==> config.mk <==
export PLATFORM = sky130hd
export DESIGN_NAME = ictrim_regs
export DESIGN_NICKNAME = d
export VERILOG_FILES = /design/src/pkg/ictrim_pkg.sv /design/src/design/ictrim_map.sv /design/src/design/ictrim_regs.sv
export SDC_FILE = /design/constraint.sdc
export NUM_CORES = 1
export LEC_CHECK = 0
export CAP_MARGIN = 10
export CORE_MARGIN = 2
export CORE_UTILIZATION = 63
export DETAILED_ROUTE_END_ITERATION = 8
export DONT_BUFFER_PORTS = 1
export GPL_TIMING_DRIVEN = 0
export PLACE_DENSITY_LB_ADDON = 0.08
export SLEW_MARGIN = 20
export SYNTH_ARGS = -nofsm -noshare
export SYNTH_HDL_FRONTEND = slang
export SYNTH_SLANG_ARGS = --single-unit
==> constraint.sdc <==
create_clock -name i_clk -period 2.4 [get_ports i_clk]
set_input_delay 0.12 -clock i_clk [delete_from_list [all_inputs] [get_ports i_clk]]
set_output_delay 0.12 -clock i_clk [all_outputs]
set_load 0.05 [all_outputs]
==> src/pkg/ictrim_pkg.sv <==
package ictrim_pkg;
    // -------------------------------------------------------------------
    // Register map (printed offsets are not multiples of four: indices)
    // -------------------------------------------------------------------
    localparam logic [3:0] OFFSET_IDX = 4'h2;
    localparam logic [3:0] FULL_SCALE_IDX = 4'h3;
    localparam logic [3:0] STATUS_IDX = 4'h4;
    localparam int ADDR_W = 6;

    // -------------------------------------------------------------------
    // Field layout
    // -------------------------------------------------------------------
    localparam int OFS_MAG_LSB = 8;
    localparam int OFS_MAG_W = 8;
    localparam int OFS_SIGN_BIT = 7;
    localparam int FS_LSB = 7;
    localparam int FS_W = 9;
    localparam int FILL_W = 7;

    // -------------------------------------------------------------------
    // Reset values
    // -------------------------------------------------------------------
    localparam logic [15:0] OFFSET_RST = 16'h007F;
    localparam logic [15:0] FULL_SCALE_RST = 16'h807F;
    localparam logic [6:0] FILL_ONES = 7'h7F;

    // -------------------------------------------------------------------
    // Analogue endpoints, in microvolts
    // -------------------------------------------------------------------
    localparam int OFS_FULL_UV = 45000;
    localparam int FS_NOM_UV = 700000;
    localparam int FS_MIN_UV = 560000;
    localparam int FS_MAX_UV = 840000;

    // -------------------------------------------------------------------
    // AXI4-Lite responses
    // -------------------------------------------------------------------
    localparam logic [1:0] RESP_OKAY = 2'h0;
    localparam logic [1:0] RESP_SLVERR = 2'h2;
endpackage : ictrim_pkg

==> src/design/ictrim_map.sv <==
`timescale 1ns/1ns
module ictrim_map (
    input wire logic [15:0] i_ofs_word,
    input wire logic [15:0] i_fs_word,
    output logic signed [8:0] o_ofs_step,
    output logic [8:0] o_fs_code,
    output logic [1:0] o_fill_ok
);
    logic [7:0] mag;

    // Sign-magnitude to two's complement step count
    always_comb begin
        mag = i_ofs_word[ictrim_pkg::OFS_MAG_LSB +: ictrim_pkg::OFS_MAG_W];
        if (i_ofs_word[ictrim_pkg::OFS_SIGN_BIT]) begin
            o_ofs_step = -$signed({1'b0, mag});
        end else begin
            o_ofs_step = $signed({1'b0, mag});
        end
    end

    // Gain code passes straight through; linear in the analogue block
    assign o_fs_code = i_fs_word[ictrim_pkg::FS_LSB +: ictrim_pkg::FS_W];
    // Fill bits seen as written, for software diagnostics
    assign o_fill_ok = {i_fs_word[ictrim_pkg::FILL_W-1:0] == ictrim_pkg::FILL_ONES,
                        i_ofs_word[ictrim_pkg::FILL_W-1:0] == ictrim_pkg::FILL_ONES};
endmodule : ictrim_map

==> src/design/ictrim_regs.sv <==
// Implementation choice: the AXI4-Lite register port.
`timescale 1ns/1ns
// Functional notes
// Offset magnitude in bits 15:8, linear
// Zero gives none, all ones 45 mV
// Bit 7 chooses negative offset polarity
// Reset clears offset magnitude and sign
// Nine-bit gain code in bits 15:7
// Gain code spans minus to plus 20 percent
// Host keeps gain code within recommended bounds
// Gain change applies without recalibration
// Reset loads midscale gain code
// Host writes ones into low seven bits
module ictrim_regs (
    input wire logic i_clk,
    input wire logic i_reset_n,
    input wire logic [ictrim_pkg::ADDR_W-1:0] i_awaddr,
    input wire logic i_awvalid,
    output logic o_awready,
    input wire logic [31:0] i_wdata,
    input wire logic [3:0] i_wstrb,
    input wire logic i_wvalid,
    output logic o_wready,
    output logic [1:0] o_bresp,
    output logic o_bvalid,
    input wire logic i_bready,
    input wire logic [ictrim_pkg::ADDR_W-1:0] i_araddr,
    input wire logic i_arvalid,
    output logic o_arready,
    output logic [31:0] o_rdata,
    output logic [1:0] o_rresp,
    output logic o_rvalid,
    input wire logic i_rready,
    output logic signed [8:0] o_ofs_step,
    output logic [8:0] o_fs_code,
    output logic o_fs_update
);
    // -------------------------------------------------------------------
    // Write channel capture
    // -------------------------------------------------------------------
    logic aw_held_r;
    logic w_held_r;
    logic [ictrim_pkg::ADDR_W-1:0] awaddr_r;
    logic [31:0] wdata_r;
    logic [3:0] wstrb_r;
    logic [15:0] ofs_r;
    logic [15:0] fs_r;
    logic [1:0] fill_ok_r;
    logic signed [8:0] ofs_step;
    logic [8:0] fs_code;
    logic [1:0] fill_ok;
    logic do_write;
    logic [3:0] widx;
    logic [3:0] ridx;
    logic [15:0] merged;

    assign o_awready = !aw_held_r && !o_bvalid;
    assign o_wready = !w_held_r && !o_bvalid;
    assign do_write = aw_held_r && w_held_r && !o_bvalid;
    assign widx = awaddr_r[5:2];
    assign ridx = i_araddr[5:2];

    // Address and data may arrive in either order
    always_ff @(posedge i_clk or negedge i_reset_n) begin
        if (!i_reset_n) begin
            aw_held_r <= 1'b0;
            w_held_r <= 1'b0;
            awaddr_r <= '0;
            wdata_r <= 32'h00000000;
            wstrb_r <= 4'h0;
        end else begin
            if (i_awvalid && o_awready) begin
                aw_held_r <= 1'b1;
                awaddr_r <= i_awaddr;
            end else if (do_write) begin
                aw_held_r <= 1'b0;
            end
            if (i_wvalid && o_wready) begin
                w_held_r <= 1'b1;
                wdata_r <= i_wdata;
                wstrb_r <= i_wstrb;
            end else if (do_write) begin
                w_held_r <= 1'b0;
            end
        end
    end

    // Byte-lane merge of the low halfword
    function automatic logic [15:0] lane_merge(input logic [15:0] old_v);
        lane_merge = old_v;
        if (wstrb_r[0]) begin
            lane_merge[7:0] = wdata_r[7:0];
        end
        if (wstrb_r[1]) begin
            lane_merge[15:8] = wdata_r[15:8];
        end
    endfunction : lane_merge

    always_comb begin
        merged = 16'h0000;
        if (widx == ictrim_pkg::OFFSET_IDX) begin
            merged = lane_merge(ofs_r);
        end else if (widx == ictrim_pkg::FULL_SCALE_IDX) begin
            merged = lane_merge(fs_r);
        end
    end

    // -------------------------------------------------------------------
    // Trim registers
    // -------------------------------------------------------------------
    // Offset word; reset leaves no offset applied
    always_ff @(posedge i_clk or negedge i_reset_n) begin
        if (!i_reset_n) begin
            ofs_r <= ictrim_pkg::OFFSET_RST;
        end else if (do_write && widx == ictrim_pkg::OFFSET_IDX) begin
            ofs_r <= merged;
        end
    end

    // Gain word; reset value is midscale, no adjustment
    always_ff @(posedge i_clk or negedge i_reset_n) begin
        if (!i_reset_n) begin
            fs_r <= ictrim_pkg::FULL_SCALE_RST;
        end else if (do_write && widx == ictrim_pkg::FULL_SCALE_IDX) begin
            fs_r <= merged;
        end
    end

    // Field decode shared with the analogue interface
    ictrim_map u_map (
        .i_ofs_word(ofs_r),
        .i_fs_word(fs_r),
        .o_ofs_step(ofs_step),
        .o_fs_code(fs_code),
        .o_fill_ok(fill_ok)
    );

    // Registered trims; gain takes effect directly, no calibration request
    always_ff @(posedge i_clk or negedge i_reset_n) begin
        if (!i_reset_n) begin
            o_ofs_step <= 9'sh000;
            o_fs_code <= ictrim_pkg::FULL_SCALE_RST[15:7];
            o_fs_update <= 1'b0;
            fill_ok_r <= 2'h3;
        end else begin
            o_ofs_step <= ofs_step;
            o_fs_code <= fs_code;
            o_fs_update <= (o_fs_code != fs_code);
            fill_ok_r <= fill_ok;
        end
    end

    // -------------------------------------------------------------------
    // Write response
    // -------------------------------------------------------------------
    // Trims are write-only; unmapped writes get SLVERR
    always_ff @(posedge i_clk or negedge i_reset_n) begin
        if (!i_reset_n) begin
            o_bvalid <= 1'b0;
            o_bresp <= ictrim_pkg::RESP_OKAY;
        end else if (do_write) begin
            o_bvalid <= 1'b1;
            if (widx == ictrim_pkg::OFFSET_IDX || widx == ictrim_pkg::FULL_SCALE_IDX) begin
                o_bresp <= ictrim_pkg::RESP_OKAY;
            end else begin
                o_bresp <= ictrim_pkg::RESP_SLVERR;
            end
        end else if (o_bvalid && i_bready) begin
            o_bvalid <= 1'b0;
        end
    end

    // -------------------------------------------------------------------
    // Read channel
    // -------------------------------------------------------------------
    assign o_arready = !o_rvalid;

    // Trim words read as zero with SLVERR; only status is readable
    always_ff @(posedge i_clk or negedge i_reset_n) begin
        if (!i_reset_n) begin
            o_rvalid <= 1'b0;
            o_rdata <= 32'h00000000;
            o_rresp <= ictrim_pkg::RESP_OKAY;
        end else if (i_arvalid && o_arready) begin
            o_rvalid <= 1'b1;
            if (ridx == ictrim_pkg::STATUS_IDX) begin
                o_rdata <= {30'h00000000, fill_ok_r};
                o_rresp <= ictrim_pkg::RESP_OKAY;
            end else begin
                o_rdata <= 32'h00000000;
                o_rresp <= ictrim_pkg::RESP_SLVERR;
            end
        end else if (o_rvalid && i_rready) begin
            o_rvalid <= 1'b0;
        end
    end
endmodule : ictrim_regs

# == Word level (Yosys, flattened, before mapping) ==
# Cells that the tools add are included.
# totals
ff_bits,117
word_cells,60
output_inout_bits,60
input_bits,55
# op_classes
eq_ne,6
n_mux,17
add_sub_neg,1
reduce_logical,20
# op_table
op,n
$mux 16,2
$mux 8,4
$eq 7x7->1 const B,2
$logic_and 1x1->1,11
$mux 9,1
$ne 9x9->1,1
$neg 8->9,1
$eq 4x2->1 const B,2
$reduce_bool 2->1,4
$mux 1,7
$mux 2,3
$eq 4x3->1 const B,1
$logic_not 1->1,4
$logic_or 1x1->1,1

# == Depth between registers and ports, before layout ==
# Gate-level depths: netlist of run 1.
# depth
depth_word,4
ltp_mapped,5
mapped_depth_nobuf,5

# == By module ==
# Synthesis of run 1 repeated with hierarchy kept, for this count alone.
# unflattened
hier_cells,253
area_unflattened_um2,3601.0
# modules_own_cells
mod,area_each_um2,cells_each,instances
ictrim_regs,3324.4,214,1
ictrim_map,276.5,39,1

# == Worst setup path after synthesis of run 1 ==
# OpenSTA, ideal clock, no wires.
# synth_path
path_type,reg2reg
startpoint,reg o_bvalid
endpoint,reg wdata_r[10]
required_time_ns,2.275
stages_incl_launch_ff,6
setup_slack_ns,0.031
arrival_ns,2.244
setup_ns,0.125
synth_period_minus_slack_ns,2.369
cell_sequence,dfrtp_1 nor2_1 and2_1 buf_2 buf_4 mux2_2
# synth_via
elab_chain_cells,3
# synth_lines
item,line,source
"start, declared",ictrim_regs.sv:25,"output logic o_bvalid,"
"start signal, assigned",ictrim_regs.sv:159,o_bvalid <= 1'b0;
"start signal, assigned",ictrim_regs.sv:162,o_bvalid <= 1'b1;
"start signal, assigned",ictrim_regs.sv:169,o_bvalid <= 1'b0;
$logic_not 1->1,ictrim_regs.sv:58,assign o_wready = !w_held_r && !o_bvalid;
$logic_and 1x1->1,ictrim_regs.sv:58,
net o_wready,ictrim_regs.sv:23,"output logic o_wready,"
$logic_and 1x1->1,ictrim_regs.sv:78,if (i_wvalid && o_wready) begin
"end signal, assigned",ictrim_regs.sv:80,wdata_r <= i_wdata;
"end, declared",ictrim_regs.sv:44,logic [31:0] wdata_r;
# The timed path passes the listed nets, and every way through them passes these cells.
# A chain may end at the register's enable or synchronous reset.

# == Worst setup path after layout of run 1 ==
# layout_path
startpoint,reg o_bvalid
endpoint,reg wdata_r[13]
# Same word-level chain as after synthesis.

==> flow_summary.ini, run 1 <==
[clock_tree]
clk_root_buffer_cell = clkbuf_8
clock-sinks = 83
cts_tree = done
clockBufferDepth = 2
numCtsBuffers = 9
cts_max_level = 3
path_clk_slew_ns = 0.08
postCtsSetupRepairBufs = 0
clock_latency_ns = 0.34

[sta]
rsz0062_at_grt = no
tightest_slew_ns = 0.636
timing.fmax_mhz = 457
fin_crit_ns = 2.19
holdWs_ns = 0.0425
finalSetupViolations = 0
slew_headroom = 0.576
fin_skew_ns = 0.00817
post-route-period-util = 0.913
fin_ws_ns = 0.210
final_max_slew_viol_count = 0
final_hold_viol_count = 0

[route]
drt_iter0_markers = 79
drc = 0
vias = 1947
final_antenna_net_count = 0
routed_via_density = 5.02
wire_per_inst_um = 15.6
wl_um = 6030
first_pass_iters = 6

[floorplan]
io_pins = 115
die_y_um = 78.1
die-area_sq_um = 6100
core_sq_um = 5200
die_x_um = 78.1
start_util = 0.665
rows = 26

[critical_path]
start_kind = flop
slowest_stage = dfrtp_1
critPathRequiredTime_ns = 2.62
crit_chain = nor2_4, and2_1, buf_2, buf_4, mux2_2
crit_arrival_ns = 2.41
reg2reg_to = wdata_r[13]
path_max_fanout = 10
rr_worst_depth = 5
path_class = flop to flop
r2r_slack_ns = 0.21
critical_path.max_stage_delay_ns = 0.63
end_kind = flop
r2r_start = o_bvalid

[layout]
drive_above_1_share = 0.399
fin_nets = 369
antenna_cells = 0
nFillCells = 306
syn2layout_area_growth_pct = 20.5

[global_route]
grt_util_all_layers = 0.214
antenna_found_initial = 0
grt_first_pass_wirelength_um = 9780
grt_max_degree = 84
grt_pass1_vias = 2036
grt_overflow = 0

[power_and_ir_drop]
vdd_ir_drop_max_mv = 0.705
p_leak_uw = 0.00205
powerDensity_nw_per_um2 = 1180

[yosys]
yosysSeqAreaShare = 0.607
netlist_area_sq_um = 3460
synth_most_common_cell = dfrtp_1
synthFlopType = dfrtp_1
yosysTopAreaCell = dfrtp_1
avgSynthCellArea_sq_um = 14.4
synth_edf_count = 0
synthDominantCellAreaShare = 0.470
yosys_warnings = 0
netlist_top_cells_area = dfrtp_1, mux2_2, dfstp_2, buf_4, xnor2_1
postSynth.asyncResetShare = 1.00
yosysUniqueCellTypes = 34
syn_inst = 241
ys_top_cells_by_count = dfrtp_1, mux2_2, buf_4
ys_ff_latch = 83

[min_path]
holdPathStages = 2
min_to = o_rvalid
hp-class = primary input to flop
hold_start = i_arvalid

[placement]
preCtsSetupSlack_ns = -0.152
hpwl_um = 3940
routabilityCongestion = 0.728
port_buffers = 0

[job]
cap_violations = 0

[run_status]
outcome = finished clean
==> power by group <==
group	internal, uW	switching [uW]
clock	480	442
combinational	650	606
sequential	1950	794
==> critical path: cells and delay by family (launching register included) <==
family	cells	cell delay (ns)
multiplexers	1	0.36
AND/OR/NAND/NOR	2	0.58
buffers and inverters	2	0.50
flip-flops	1	0.63
==> worst max-delay path by stage <==
stage	startpoint	end	slack (ns)	cells past startpoint
detailed placement	o_bvalid	wdata_r[12]	-0.15	5
CTS	o_bvalid	wdata_r[12]	0.09	5
global route	o_rvalid	o_rresp[1]	0.10	4
global placement	o_bvalid	wdata_r[12]	-0.13	5
finish	o_bvalid	wdata_r[13]	0.21	5
floorplan	o_bvalid	wdata_r[10]	0.03	5
==> what timing repair did <==
item,4_1_cts,5_1_grt
resized for setup,1,2
hold endpoints to repair,110,0
hold buffers,30,0
setup endpoints to repair,10,10
==> cell usage in the layout (no fill, tap or decap), types with 2 or more instances in the layout <==
cell type / synthesis / layout
dfrtp_1: 65 / 65
mux2_2: 54 / 54
buf_4: 34 / 34
conb_1: 1 / 32
dlygate4sd3_1: 0 / 29
dfstp_2: 18 / 18
clkbuf_8: 0 / 9
xnor2_1: 8 / 8
xor2_1: 7 / 7
clkbuf_1: 1 / 5
inv_1: 5 / 5
nor2_1: 7 / 5
a21oi_1: 4 / 4
o21ai_0: 3 / 3
o31ai_1: 3 / 3
nand2b_1: 3 / 3
nand4_1: 3 / 3
or3_1: 2 / 2
nand2_1: 2 / 2
nor4_1: 2 / 2
nand3_1: 2 / 2
nand4_2: 2 / 2
a22o_1: 2 / 2
clkinv_2: 0 / 2
==> cell families (layout without fill, tap and decap cells) <==
group	count (synthesis)	after routing	share of synthesized area
adder cells (fa/ha/maj)	1	1	0.00361
AO/OA/AOI/OAI	14	14	0.0264
AND/OR/NAND/NOR	32	32	0.0669
XOR/XNOR	15	15	0.0380
buffers and inverters	41	87	0.0817
flip-flops	83	83	0.607
multiplexers	54	54	0.176
other	1	32	0.00108
==> metrics by stage <==
step	utilization	power (uW)	std cells	setup TNS (ns)	cell area [sq um]
after floorplan	-	3660	272	0	3580
after global placement	0.704	3850	342	-1.29	3660
after detailed placement	0.704	3920	342	-1.41	3660
after CTS	0.800	4920	388	0	4160
after global routing	0.801	5200	388	0	4170
final	0.801	4920	388	0	4170
==> layout make-up <==
class | instances | area, sq um | area share
flip-flops and latches | 83 | 2100 | 0.503
repair buffers | 30 | 318 | 0.0762
plain buffers | 36 | 264 | 0.0633
well taps | 70 | 87.6 | 0.0210
clock buffers | 13 | 139 | 0.0333
multi-input cells | 148 | 1200 | 0.289
clock inverters | 3 | 40.0 | 0.00960
inverters | 5 | 18.8 | 0.00450
==> registers in the layout, indices dropped and copies added (netlist names), 2 cells and up <==
| register | count |
|---|---|
| ofs_r | 16 |
| o_ofs_step | 9 |
| fill_ok_r | 2 |
| wdata_r | 16 |
| o_fs_code | 9 |
| o_rdata | 2 |
| fs_r | 16 |
| awaddr_r | 4 |
| wstrb_r | 2 |
==> layer usage <==
layer	track usage	vias to the layer above	part of all wire
met5	0	-	0
met4	0.0912	0	0.019
met3	0.0678	11	0.072
met2	0.359	73	0.51
met1	0.257	950	0.40
li1	-	913	-
Note: power is estimated with default switching activity, not from simulation.
==> inputs of run 2 (changes only) <==
--- a/config.mk
+++ b/config.mk
@@ -12,6 +12,7 @@
 export DONT_BUFFER_PORTS = 1
 export GPL_TIMING_DRIVEN = 0
 export PLACE_DENSITY_LB_ADDON = 0.08
+export REMOVE_ABC_BUFFERS = 1
 export SLEW_MARGIN = 20
 export SYNTH_ARGS = -nofsm -noshare
 export SYNTH_HDL_FRONTEND = slang
==> flow_summary.ini, run 2 (synthesis results as in run 1) <==
[floorplan]
start_util = 0.665
io_pins = 115
rows = 26
core_sq_um = 5200
die_y_um = 78.1
die_x_um = 78.1
die-area_sq_um = 6100

[placement]
place_inst = 306
port_buffers = 0
hpwl_um = 3670
routabilityCongestion = 0.764
placed_area_sq_um = 3400

[power_and_ir_drop]
powerDensity_nw_per_um2 = 1240
internal_power_uw = 3040
clock_power_share = 0.199
seqPwrFrac = 0.562
combPwrFrac = 0.239
p_leak_uw = 0.00186
vdd_ir_drop_max_mv = 0.983
p_switching_uw = 1820
p_sw_frac = 0.375
total_power_uw = 4860

[clock_tree]
cts_tree = done
clock-sinks = 83
clock_latency_ns = 0.34
path_clk_slew_ns = 0.07
clk_root_buffer_cell = clkbuf_8
postCtsSetupRepairBufs = 0
clockBufferDepth = 2
cts_max_level = 3
numCtsBuffers = 9

[layout]
antenna_cells = 0
nFillCells = 329
drive_above_1_share = 0.337
layout_common_cells = dfrtp_1, mux2_2, conb_1, dlygate4sd3_1, dfstp_2
syn2layout_area_growth_pct = 13.2
final_common_cell = dfrtp_1
fin_nets = 333
final_area_sq_um = 3920
top_regs = fs_r: 16 flops, ofs_r: 16 flops, wdata_r: 16 flops
finalNonFillerCells = 352

[min_path]
hp-class = primary input to flop
min_to = o_rvalid
holdPathStages = 2
hold_start = i_arvalid

[sta]
fin_crit_ns = 2.29
post-route-period-util = 0.952
holdWs_ns = 0.0527
tightest_slew_ns = 0.915
fin_skew_ns = 0.00847
finalSetupViolations = 0
final_max_slew_viol_count = 0
final_hold_viol_count = 0
rsz0062_at_grt = no
slew_headroom = 0.388
timing.fmax_mhz = 437

[critical_path]
reg2reg_to = awaddr_r[3]
end_kind = flop
crit_arrival_ns = 2.50
rr_worst_depth = 3
start_kind = flop
r2r_slack_ns = 0.11
critPathRequiredTime_ns = 2.62
path_class = flop to flop
path_max_fanout = 5
r2r_start = o_bvalid

[global_route]
antenna_found_initial = 0
grt_pass1_vias = 1896
grt_util_all_layers = 0.194
grt_overflow = 0
grt_max_degree = 84
grt_first_pass_wirelength_um = 8910

[route]
vias = 1865
drt_iter0_markers = 72
final_antenna_net_count = 0
wire_per_inst_um = 15.8
wl_um = 5550
first_pass_iters = 4
drc = 0
routed_via_density = 5.30

[job]
cap_violations = 0

[run_status]
outcome = finished clean
==> run 2: cell types whose count changed in the layout (fill, tap and decap cells not counted), sizes merged <==
cell      before  now
clkbuf        14   11
buf           36    1
clkinvlp       0    1
clkinv         2    3
==> run 2: power by group through the flow <==
stage / combinational, uW / sequential [uW] / clock [uW]
2_1_floorplan: 970 / 2620 / 0
3_3_place_gp: 1050 / 2710 / 0
3_5_place_dp: 1090 / 2750 / 0
4_1_cts: 1170 / 2730 / 986
5_1_grt: 1270 / 2800 / 1050
6_report: 1160 / 2730 / 966
==> run 2: critical path: stages, from the launching register on <==
cell	delay, ns
dfrtp_1	0.61
nor2_1	0.81
and2_0	0.38
mux2_2	0.38
==> run 2: layer usage <==
| layer | global-route usage | vias up | part of all wire |
|---|---|---|---|
| met4 | 0.107 | 0 | 0.025 |
| met5 | 0 | - | 0 |
| li1 | - | 840 | - |
| met1 | 0.241 | 924 | 0.43 |
| met2 | 0.321 | 91 | 0.48 |
| met3 | 0.0391 | 10 | 0.065 |
==> run 2: cell type report <==
cell class / count / area (sq um) / share of cell area
repair buffers: 30 / 318 / 0.0812
inverters: 5 / 18.8 / 0.00479
well taps: 70 / 87.6 / 0.0224
clock buffers: 11 / 141 / 0.0361
clock inverters: 5 / 52.6 / 0.0134
multi-input cells: 148 / 1200 / 0.306
flip-flops and latches: 83 / 2100 / 0.536
==> run 2: stage by stage <==
step	utilization	worst slack, ns	TNS (ns)
3_3_place_gp	0.653	-0.353	-6.32
4_1_cts	0.752	0.121	0
5_1_grt	0.752	0.0754	0
2_1_floorplan	-	-0.0497	-0.895
6_report	0.752	0.114	0
3_5_place_dp	0.653	-0.403	-7.03
==> run 2: worst max-delay path by stage <==
stage | start | end | slack, ns | depth (start not counted)
after floorplan | o_bvalid | wdata_r[0] | -0.05 | 3
final | o_bvalid | awaddr_r[3] | 0.11 | 3
after global placement | o_bvalid | wdata_r[4] | -0.35 | 3
after global routing | o_bvalid | wdata_r[5] | 0.08 | 3
after CTS | o_bvalid | awaddr_r[2] | 0.12 | 3
after detailed placement | o_bvalid | wdata_r[5] | -0.40 | 3
==> run 2: repair_timing <==
item                       4_1_cts  5_1_grt
hold buffers                    30        0
resized for setup                2        0
setup endpoints to repair       18        0
hold endpoints to repair       110        0
